**config.mk**
```make
export PLATFORM = sky130hd
export DESIGN_NAME = tmps_timer
export DESIGN_NICKNAME = d
export VERILOG_FILES = /design/src/tmps_pkg.sv /design/src/tmps_timer.sv
export VERILOG_INCLUDE_DIRS = /design/src
export SDC_FILE = /design/constraint.sdc
export NUM_CORES = 1
export LEC_CHECK = 0
export BUFFER_PORTS_ARGS = -buffer_cell sky130_fd_sc_hd__buf_2
export CORE_ASPECT_RATIO = 0.5
export CORE_UTILIZATION = 25
export CTS_BUF_LIST = sky130_fd_sc_hd__clkbuf_8
export CTS_CLUSTER_DIAMETER = 30
export CTS_CLUSTER_SIZE = 20
export DETAILED_ROUTE_END_ITERATION = 6
export GPL_TIMING_DRIVEN = 0
export SETUP_SLACK_MARGIN = 0.5
export SYNTH_ARGS = -nofsm -noshare
export SYNTH_HDL_FRONTEND = slang
export SYNTH_SLANG_ARGS = --single-unit
```
**constraint.sdc**
```tcl
create_clock -name ref_clk -period 4.45 [get_ports ref_clk]
set_input_delay 0.6675 -clock ref_clk [delete_from_list [all_inputs] [get_ports ref_clk]]
set_output_delay 0.6675 -clock ref_clk [all_outputs]
set_load 0.05 [all_outputs]
```
**src/tmps_defines.svh**
```systemverilog
/*
 * Register offsets, field positions, reset values and divider counts for
 * the 16-bit interval timer. Assumes an 8-bit register port with byte
 * addresses taken as printed.
 */
`ifndef TMPS_DEFINES_SVH
`define TMPS_DEFINES_SVH
// Register byte addresses on the plain port.
`define TMPS_ADDR_PORT_DIR 16'hFF20
`define TMPS_ADDR_PRESCALE 16'hFFBB
`define TMPS_ADDR_MODE_CTL 16'hFFBA
`define TMPS_ADDR_OUT_CTL 16'hFFBD
`define TMPS_ADDR_CMP_A_LO 16'hFFB0
`define TMPS_ADDR_CMP_A_HI 16'hFFB1
`define TMPS_ADDR_CMP_B_LO 16'hFFB2
`define TMPS_ADDR_CMP_B_HI 16'hFFB3
`define TMPS_ADDR_COUNT_LO 16'hFFB4
`define TMPS_ADDR_COUNT_HI 16'hFFB5
`define TMPS_ADDR_STATUS 16'hFFB6
// Reset values.
`define TMPS_RST_PORT_DIR 8'hFF
`define TMPS_RST_PRESCALE 8'h00
`define TMPS_RST_MODE_CTL 8'h00
`define TMPS_RST_OUT_CTL 8'h00
// Field positions.
`define TMPS_CLK_SEL_LSB 0
`define TMPS_EDGE_A_LSB 4
`define TMPS_EDGE_B_LSB 6
`define TMPS_RUN_MODE_LSB 2
`define TMPS_OUT_EN_BIT 0
`define TMPS_INV_A_BIT 1
`define TMPS_PIN_A_BIT 0
`define TMPS_PIN_B_BIT 1
`define TMPS_STAT_OVF_BIT 0
`define TMPS_STAT_IRQA_BIT 1
`define TMPS_STAT_IRQB_BIT 2
`define TMPS_STAT_EDGE_B_BIT 3
// Prescaler terminal counts: the low two bits end a divide-by-4 period,
// all eight bits end a divide-by-256 period.
`define TMPS_DIV4_LAST 2'h3
`define TMPS_DIV256_LAST 8'hFF
`endif

```
**src/tmps_pkg.sv**
```systemverilog
/*
 * Types shared by the timer. Assumes tmps_defines.svh for numbers.
 */
package tmps_pkg;
	// Counter run modes held in the mode-control register.
	typedef enum logic [1:0] {
		TMPS_RUN_STOP = 2'h0,
		TMPS_RUN_FREE = 2'h1,
		TMPS_RUN_EXT_CLR = 2'h2,
		TMPS_RUN_CLR_A = 2'h3
	} tmps_run_type;
	// Edge selections for the two edge inputs.
	typedef enum logic [1:0] {
		TMPS_EDGE_FALL = 2'h0,
		TMPS_EDGE_RISE = 2'h1,
		TMPS_EDGE_BAD = 2'h2,
		TMPS_EDGE_BOTH = 2'h3
	} tmps_edge_type;
	// Timer activity, one-hot.
	typedef enum logic [1:0] {
		TMPS_ST_IDLE = 2'b01,
		TMPS_ST_RUN = 2'b10
	} tmps_state_type;
endpackage : tmps_pkg

```
**src/tmps_timer.sv**
```systemverilog
/*
 * 16-bit timer with prescaler, edge detection on two inputs, interval
 * clearing on compare A and square-wave output. Assumes a single 25 MHz
 * clock, synchronous pins and a register master that never waits.
 */
// The plain strobed port was decided locally.
`timescale 1ns/10ps
`include "tmps_defines.svh"

// How it works
// - Reset clears prescale register to zero.
// - Edge B field: fall, rise, both.
// - Edge A field uses same encoding.
// - Clock select: clk, /4, /256, edge A.
// - High input at first start gives rise.
// - Restart gives no spurious rising edge.
// - Direction bit 0 drives; high nibble reads one.
// - Reset sets port direction to FFH.
// - Mode 11 counts on selected clock.
// - Match A clears counter, raises irq A.
// - Irq A every M+1 count clocks.
// - Compare B match still raises irq B.
// - Match A toggles output pin.
// - Output disabled holds pin low.
// - Irq A raised regardless of inversion.
// - Overflow flag on FFFFH wrap.
module tmps_timer (
	input wire logic ref_clk,
	input wire logic rst,
	input wire logic [15:0] reg_addr,
	input wire logic [7:0] reg_wdata,
	input wire logic reg_wr,
	input wire logic reg_rd,
	output logic [7:0] reg_rdata,
	input wire logic edge_input_a,
	input wire logic edge_input_b,
	output logic timer_output_pin,
	output logic [3:0] port_out_en,
	output logic compare_a_irq,
	output logic compare_b_irq
);
	// Software registers.
	logic [7:0] port_direction_q;
	logic [7:0] prescale_edge_select_q;
	logic [7:0] mode_control_q;
	logic [7:0] output_control_q;
	logic [15:0] compare_a_q;
	logic [15:0] compare_b_q;
	// Counter, prescaler and pin state.
	logic [15:0] timer_count_q;
	logic [7:0] presc_q;
	logic overflow_flag_q;
	logic out_level_q;
	logic in_a_q;
	logic in_b_q;
	logic started_once_q;
	logic edge_b_seen_q; // Sticky record of a valid edge on input B.
	tmps_pkg::tmps_state_type state_q;

	// Field decode.
	wire [1:0] clk_sel = prescale_edge_select_q[`TMPS_CLK_SEL_LSB +: 2];
	wire [1:0] edge_a_sel = prescale_edge_select_q[`TMPS_EDGE_A_LSB +: 2];
	wire [1:0] edge_b_sel = prescale_edge_select_q[`TMPS_EDGE_B_LSB +: 2];
	wire [1:0] run_mode = mode_control_q[`TMPS_RUN_MODE_LSB +: 2];
	wire running = run_mode != 2'h0;
	wire start_now = running && state_q == tmps_pkg::TMPS_ST_IDLE;

	// Valid edge per selection; the prohibited code detects nothing.
	function automatic logic edge_hit(input logic [1:0] sel,
		input logic prev, input logic cur);
		logic rise;
		logic fall;
		rise = !prev && cur;
		fall = prev && !cur;
		case (sel)
			2'h0: edge_hit = fall;
			2'h1: edge_hit = rise;
			2'h3: edge_hit = rise || fall;
			default: edge_hit = 1'b0;
		endcase
	endfunction : edge_hit

	// On the very first start the previous level counts as low, so a high
	// input shows as a rising edge; later starts use the true history.
	wire prev_a = (start_now && !started_once_q) ? 1'b0 : in_a_q;
	wire prev_b = (start_now && !started_once_q) ? 1'b0 : in_b_q;
	wire edge_a = running && edge_hit(edge_a_sel, prev_a, edge_input_a);
	wire edge_b = running && edge_hit(edge_b_sel, prev_b, edge_input_b);

	// Count-clock enable from the selected source. The divide-by-4 end
	// looks only at the low prescaler bits, so both rates share one counter.
	wire div4_end = presc_q[1:0] == `TMPS_DIV4_LAST;
	wire div256_end = presc_q == `TMPS_DIV256_LAST;
	wire tick = (clk_sel == 2'h0) ? running :
		(clk_sel == 2'h1) ? running && div4_end :
		(clk_sel == 2'h2) ? running && div256_end :
		edge_a;

	wire match_a = running && tick && timer_count_q == compare_a_q;
	wire match_b = running && tick && timer_count_q == compare_b_q;
	wire clr_on_a = match_a && run_mode == 2'h3;
	wire wrap = tick && !clr_on_a && timer_count_q == 16'hFFFF;
	wire out_enable = output_control_q[`TMPS_OUT_EN_BIT];
	wire invert_on_match_a = output_control_q[`TMPS_INV_A_BIT];

	// Register write decode.
	wire wr_dir = reg_wr && reg_addr == `TMPS_ADDR_PORT_DIR;
	wire wr_pre = reg_wr && reg_addr == `TMPS_ADDR_PRESCALE;
	wire wr_mode = reg_wr && reg_addr == `TMPS_ADDR_MODE_CTL;
	wire wr_out = reg_wr && reg_addr == `TMPS_ADDR_OUT_CTL;
	wire wr_stat = reg_wr && reg_addr == `TMPS_ADDR_STATUS;
	// Compare bytes are written one at a time; no pairing latch is kept.
	wire wr_cal = reg_wr && reg_addr == `TMPS_ADDR_CMP_A_LO;
	wire wr_cah = reg_wr && reg_addr == `TMPS_ADDR_CMP_A_HI;
	wire wr_cbl = reg_wr && reg_addr == `TMPS_ADDR_CMP_B_LO;
	wire wr_cbh = reg_wr && reg_addr == `TMPS_ADDR_CMP_B_HI;

	// Status byte: overflow in bit 0, edge B seen in bit 3.
	wire [7:0] status_byte = {4'h0, edge_b_seen_q, 2'b00, overflow_flag_q};

	// Read mux; unmapped addresses read zero.
	logic [7:0] rdata_d;
	always_comb begin
		case (reg_addr)
			`TMPS_ADDR_PORT_DIR: rdata_d = {4'hF, port_direction_q[3:0]};
			`TMPS_ADDR_PRESCALE: rdata_d = prescale_edge_select_q;
			`TMPS_ADDR_MODE_CTL: rdata_d = mode_control_q;
			`TMPS_ADDR_OUT_CTL: rdata_d = output_control_q;
			`TMPS_ADDR_CMP_A_LO: rdata_d = compare_a_q[7:0];
			`TMPS_ADDR_CMP_A_HI: rdata_d = compare_a_q[15:8];
			`TMPS_ADDR_CMP_B_LO: rdata_d = compare_b_q[7:0];
			`TMPS_ADDR_CMP_B_HI: rdata_d = compare_b_q[15:8];
			`TMPS_ADDR_COUNT_LO: rdata_d = timer_count_q[7:0];
			`TMPS_ADDR_COUNT_HI: rdata_d = timer_count_q[15:8];
			`TMPS_ADDR_STATUS: rdata_d = status_byte;
			default: rdata_d = 8'h00;
		endcase
	end

	// Read data stands only in the cycle after the strobe.
	always_ff @(posedge ref_clk or posedge rst) begin
		if (rst) begin
			reg_rdata <= 8'h00;
		end else begin
			reg_rdata <= reg_rd ? rdata_d : 8'h00;
		end
	end

	// Software registers. Prescale is not write-protected in hardware;
	// keeping it still while running is the programmer's duty.
	always_ff @(posedge ref_clk or posedge rst) begin
		if (rst) begin
			port_direction_q <= `TMPS_RST_PORT_DIR;
			prescale_edge_select_q <= `TMPS_RST_PRESCALE;
			mode_control_q <= `TMPS_RST_MODE_CTL;
			output_control_q <= `TMPS_RST_OUT_CTL;
			compare_a_q <= 16'h0000;
			compare_b_q <= 16'h0000;
		end else begin
			if (wr_dir) port_direction_q <= {4'hF, reg_wdata[3:0]};
			if (wr_pre) prescale_edge_select_q <= reg_wdata;
			if (wr_mode) mode_control_q <= reg_wdata;
			if (wr_out) output_control_q <= reg_wdata;
			if (wr_cal) compare_a_q[7:0] <= reg_wdata;
			if (wr_cah) compare_a_q[15:8] <= reg_wdata;
			if (wr_cbl) compare_b_q[7:0] <= reg_wdata;
			if (wr_cbh) compare_b_q[15:8] <= reg_wdata;
		end
	end

	// Activity state and first-start memory used by the edge detectors.
	always_ff @(posedge ref_clk or posedge rst) begin
		if (rst) begin
			state_q <= tmps_pkg::TMPS_ST_IDLE;
			started_once_q <= 1'b0;
			in_a_q <= 1'b0;
			in_b_q <= 1'b0;
		end else begin
			in_a_q <= edge_input_a;
			in_b_q <= edge_input_b;
			case (state_q)
				tmps_pkg::TMPS_ST_IDLE: if (running) begin
					state_q <= tmps_pkg::TMPS_ST_RUN;
					started_once_q <= 1'b1;
				end
				tmps_pkg::TMPS_ST_RUN: if (!running) state_q <= tmps_pkg::TMPS_ST_IDLE;
				default: state_q <= tmps_pkg::TMPS_ST_IDLE;
			endcase
		end
	end

	// Prescaler and counter; stopping holds both at zero.
	always_ff @(posedge ref_clk or posedge rst) begin
		if (rst) begin
			presc_q <= 8'h00;
			timer_count_q <= 16'h0000;
		end else if (!running) begin
			presc_q <= 8'h00;
			timer_count_q <= 16'h0000;
		end else begin
			presc_q <= presc_q + 8'h01;
			if (clr_on_a) timer_count_q <= 16'h0000;
			else if (tick) timer_count_q <= timer_count_q + 16'h0001;
		end
	end

	// Overflow flag: set wins over a software clear; stop also clears.
	always_ff @(posedge ref_clk or posedge rst) begin
		if (rst) begin
			overflow_flag_q <= 1'b0;
		end else if (wrap) begin
			overflow_flag_q <= 1'b1;
		end else if (!running) begin
			overflow_flag_q <= 1'b0;
		end else if (wr_stat) begin
			overflow_flag_q <= reg_wdata[`TMPS_STAT_OVF_BIT];
		end
	end

	// Edge B seen flag: as with overflow, a detected edge beats a software
	// clear in the same cycle so that no event is lost; stop clears it.
	always_ff @(posedge ref_clk or posedge rst) begin
		if (rst) begin
			edge_b_seen_q <= 1'b0;
		end else if (edge_b) begin
			edge_b_seen_q <= 1'b1;
		end else if (!running) begin
			edge_b_seen_q <= 1'b0;
		end else if (wr_stat) begin
			edge_b_seen_q <= reg_wdata[`TMPS_STAT_EDGE_B_BIT];
		end
	end

	// Interrupt pulses and output pin, all registered.
	always_ff @(posedge ref_clk or posedge rst) begin
		if (rst) begin
			compare_a_irq <= 1'b0;
			compare_b_irq <= 1'b0;
			out_level_q <= 1'b0;
			timer_output_pin <= 1'b0;
			port_out_en <= 4'h0;
		end else begin
			compare_a_irq <= match_a;
			compare_b_irq <= match_b;
			if (!out_enable) out_level_q <= 1'b0;
			else if (match_a && invert_on_match_a) out_level_q <= !out_level_q;
			timer_output_pin <= out_enable && out_level_q;
			port_out_en <= ~port_direction_q[3:0];
		end
	end

	// Compare A match pulses irq A one cycle later.
	AST_IRQ_A: assert property (@(posedge ref_clk) disable iff (rst)
		match_a |=> compare_a_irq)
		else $error("irq A missing");
	// In clear-on-A mode a match returns the counter to zero.
	AST_CLR_A: assert property (@(posedge ref_clk) disable iff (rst)
		clr_on_a |=> timer_count_q == 16'h0000)
		else $error("no clear");
	// Compare B stays live in interval operation.
	AST_IRQ_B: assert property (@(posedge ref_clk) disable iff (rst)
		match_b |=> compare_b_irq)
		else $error("irq B missing");
	// A wrap always leaves the overflow flag set.
	AST_OVF: assert property (@(posedge ref_clk) disable iff (rst)
		wrap |=> overflow_flag_q)
		else $error("no overflow");
	// A disabled output holds the pin low.
	AST_LOW: assert property (@(posedge ref_clk) disable iff (rst)
		!out_enable |=> !timer_output_pin)
		else $error("pin not low");
	// An enabled inversion flips the level on every match A.
	AST_TOGGLE: assert property (@(posedge ref_clk) disable iff (rst)
		match_a && out_enable && invert_on_match_a && $stable(output_control_q)
		|=> out_level_q != $past(out_level_q))
		else $error("no toggle");
	// Without inversion a match leaves the level alone.
	AST_KEEP: assert property (@(posedge ref_clk) disable iff (rst)
		match_a && out_enable && !invert_on_match_a
		|=> out_level_q == $past(out_level_q))
		else $error("level changed");
	// The pin shows the held level one cycle later while enabled.
	AST_PIN: assert property (@(posedge ref_clk) disable iff (rst)
		out_enable |=> timer_output_pin == $past(out_level_q))
		else $error("pin not level");
	// Stopping holds counter and prescaler at zero.
	AST_STOP: assert property (@(posedge ref_clk) disable iff (rst)
		!running |=> timer_count_q == 16'h0000 && presc_q == 8'h00)
		else $error("stop not zero");
	// A direction write reaches the drive enables two cycles later.
	AST_DIR: assert property (@(posedge ref_clk) disable iff (rst)
		wr_dir |=> ##1 port_out_en == ~$past(reg_wdata[3:0], 2))
		else $error("direction wrong");
	// A direction write keeps the high nibble at ones.
	AST_DIR_HI: assert property (@(posedge ref_clk) disable iff (rst)
		wr_dir |=> port_direction_q[7:4] == 4'hF &&
		port_direction_q[3:0] == $past(reg_wdata[3:0]))
		else $error("direction high bits");
	// Divide by 4 leaves three quiet cycles after each tick.
	AST_DIV4: assert property (@(posedge ref_clk) disable iff (rst)
		running && clk_sel == 2'h1 && tick |=> !tick [*3])
		else $error("div4 wrong");
	// A detected edge on input B is always recorded.
	AST_EDGE_B: assert property (@(posedge ref_clk) disable iff (rst)
		edge_b |=> edge_b_seen_q)
		else $error("edge B lost");
	// A restart judges input A against its real history.
	AST_RESTART: assert property (@(posedge ref_clk) disable iff (rst)
		start_now && started_once_q && in_a_q && edge_input_a
		|-> !edge_a)
		else $error("spurious edge A");
endmodule : tmps_timer

```
==> results_dict.tcl <==
set metrics [dict create \
    ys.flop_type "dfrtp_1" \
    synthArstFlopShare_pct 100.0 \
    clk_root_buffer_cell "clkbuf_8" \
    relSlewSlack_pct 34.97 \
    cts.hold.buffers_added 0 \
    leakagePower_nw 2.877 \
    ant_nets 0 \
    grt_use_total_pct 14.31 \
    detail_route.iter0.violations 354 \
    route.vias.total 4361 \
    grt_pass1_wl_um 24850 \
    clk_latency_ps 380 \
    maxCapViolCount 0 \
    fin_skew_ps 14.56 \
    io_buffers 42 \
    area_delta_synth_final_pct 14.24 \
    seq_area_um2 2684 \
    grt_max_degree 69 \
    ys_types 57 \
    clockBufferDepth 2 \
    grt_overflow 0 \
    synthCells 517 \
    p_switching_mw 0.3912 \
    fmax_ghz 0.2958 \
    synth_compound_area_share_pct 11.81 \
    period_needed_ps 3381 \
    power_frac_comb_pct 5.1 \
    place_ws_ps 689.8 \
    clk_pin_slew_ps 100 \
    synth_mux_area_share_pct 14.67 \
    crit_arrival_ps 3690 \
    cts_resized 0 \
    syn-cell-area_um2 5604 \
    layout_commonest_cell "dfrtp_1" \
    antenna_found_initial 0 \
    cp_slowest_cell "dfrtp_1" \
    rsz0062_at_grt "false" \
    syn-num-nets 553 \
    crit_required_ps 4760 \
    worstSetupPathType "register to register" \
    yosysSeqAreaShare_pct 47.89 \
    slowest_delay_ps 440 \
    postCtsSetupBuffers 0 \
    ir_worst_vdd_mv 0.1279 \
    cp-end-kind "register" \
    multi_input_area_um2 2750 \
    synth_adder_area_share_pct 1.340 \
    ios 45 \
    wl_per_cell_um 17.72 \
    routabilityCongestion 0.9396 \
    nFillCells 2263 \
    die-area_um2 23060 \
    sw_frac_of_total_pct 24.42 \
    core_area_um2 21820 \
    cts_tree "yes" \
    grt_pass1_vias 4353 \
    synth-xor-area-share_pct 5.783 \
    hp-class "input pin to async pin" \
    synth-edff-count 0 \
    start_kind "register" \
    tightest_slew_ps 968.0 \
    placed_area_um2 6220 \
    period_share_pct 75.98 \
    syn_area_per_cell_um2 10.84 \
    final_cell_mix "dfrtp_1 (102), mux2_2 (65), buf_2 (45)" \
    die_h_um 107.9 \
    maxSlewViolCount 0 \
    regToRegSetupSlack_ps 1070 \
    fin_area_um2 6402 \
    fp-row-count 38 \
    post_drt_via_cell_ratio 4.978 \
    ys.warnings.count 0 \
    final_nets 607 \
    internal_power_mw 1.211 \
    synth_top_family_by_area "simple AND/OR/NAND/NOR gates" \
    critPathMaxFanout 10 \
    first_pass_iters 4 \
    synth_seq_cells 107 \
    setup_violations 0 \
    fin_ws_ps 1069 \
    fin_util_pct 29.34 \
    status "completed" \
    power.share.clock_pct 34.1 \
    num_antenna_cells 0 \
    start_util_pct 25.68 \
    dp_hpwl_um 11670 \
    drc 0 \
    wirelength_um 15520 \
    hold_violations 0 \
    cts_made_buffers 9 \
    clock_sinks 107 \
    power_frac_seq_pct 60.8 \
    crit_chain "or2_2 -> clkbuf_1 -> nand3b_1 -> o21ai_0 -> inv_1 -> ha_1 -> nand2b_1 -> a21oi_1 -> a211oi_2 -> a211oi_2 -> clkbuf_1 -> nand4_1 -> o21ai_0" \
    drive_above_1_share_pct 25.17 \
    cellPowerDensity_nw_per_um2 250.2 \
    die_w_um 213.7 \
    synth-simple-area-share_pct 15.29 \
    h-tree-depth 3 \
]
## synth_stat cells (3+ instances only)
cell type / number / area share (%)
ha_1: 6 / 1.3
and2_1: 12 / 1.3
dfrtp_1: 102 / 46
and3_1: 8 / 0.89
dfstp_2: 5 / 2.3
nor2b_1: 7 / 0.78
clkbuf_1: 27 / 1.8
nand4_1: 13 / 1.5
a31oi_1: 10 / 1.1
nand2_1: 27 / 1.8
nor3_1: 8 / 0.71
mux2i_1: 9 / 1.6
xnor2_1: 18 / 2.8
a211oi_1: 5 / 0.67
a22oi_1: 14 / 1.9
a221oi_1: 4 / 0.63
a32oi_1: 3 / 0.47
a21o_1: 3 / 0.40
a22o_1: 10 / 1.6
a21oi_1: 18 / 1.6
nor3b_1: 3 / 0.40
or2_2: 3 / 0.33
xor2_1: 19 / 3.0
or3_1: 5 / 0.56
nor4_1: 13 / 1.5
buf_2: 3 / 0.27
mux2_2: 65 / 13
o21ai_0: 11 / 0.98
nand3_1: 9 / 0.80
nor2_1: 24 / 1.6
nand2b_1: 5 / 0.56
inv_1: 17 / 1.1
## final timing paths
check	depth (start not counted)	start	end
setup / recovery	13	mode_control_q[3]	overflow_flag_q
hold / removal	2	rst	prescale_edge_select_q[7]
max in group asynchronous	3	rst	state_q[0]
setup reg to reg	13	mode_control_q[3]	overflow_flag_q
hold reg to reg	1	port_direction_q[3]	port_out_en[3]
min in group ref_clk	1	edge_input_b	in_b_q
## state kept, by name, summed over array words and instances (netlist names), 8 cells and up
signal / cells
timer_count_q: 16
prescale_edge_select_q: 8
compare_a_q: 16
reg_rdata: 8
presc_q: 8
compare_b_q: 16
mode_control_q: 8
output_control_q: 8
## worst max-delay path, delay by kind of cell (launching register included)
family	cells	cell delay, ps
compound gates	5	1160
fa+ha+maj	1	270
buf+inv	3	760
flops	1	440
simple gates	4	680
## cells by family (layout without fill, tap and decap cells)
group | after synthesis | count (layout)
buffers and inverters | 47 | 106
xor gates and xnor gates | 37 | 37
DFF | 107 | 107
and+or+nand+nor | 152 | 152
adders and majority gates | 6 | 6
muxes | 74 | 74
AOI/OAI and AO/OA | 94 | 94
## power groups by stage
stage,Combinational (mW),Sequential (mW),Clock (mW)
detailed placement,0.0831,0.993,0
global route,0.0912,0.974,0.608
finish,0.0820,0.974,0.546
floorplan,0.0393,0.993,0
CTS,0.0834,0.974,0.568
global placement,0.0786,0.993,0
## stage by stage
stage / power [mW] / cells / TNS, ps / hold slack, ps
6_report: 1.602 / 876 / 0 / 331.7
5_1_grt: 1.673 / 876 / 0 / 357.3
4_1_cts: 1.625 / 876 / 0 / 333.8
3_5_place_dp: 1.076 / 860 / 0 / 437.0
3_3_place_gp: 1.071 / 859 / -30990 / 439.7
2_1_floorplan: 1.032 / 517 / 0 / 419.6
## area by class of cell
cell class / instances / area share, %
multi-input combinational: 363 / 42.95
sequential: 107 / 41.92
tap: 300 / 5.863
timing repair buffer: 43 / 3.713
clock buffer: 10 / 2.150
buffer: 30 / 1.817
inverter: 17 / 1.036
clock inverter: 6 / 0.5472
## routing by layer
metal / GRT usage, % / part of all wire (%) / up-vias
li1: - / - / 2002
met1: 19.12 / 46 / 2202
met2: 22.89 / 46 / 121
met3: 2.596 / 5.1 / 36
met4: 5.561 / 2.7 / 0
met5: 0 / 0 / -
Power figures use the tool's default switching activity.
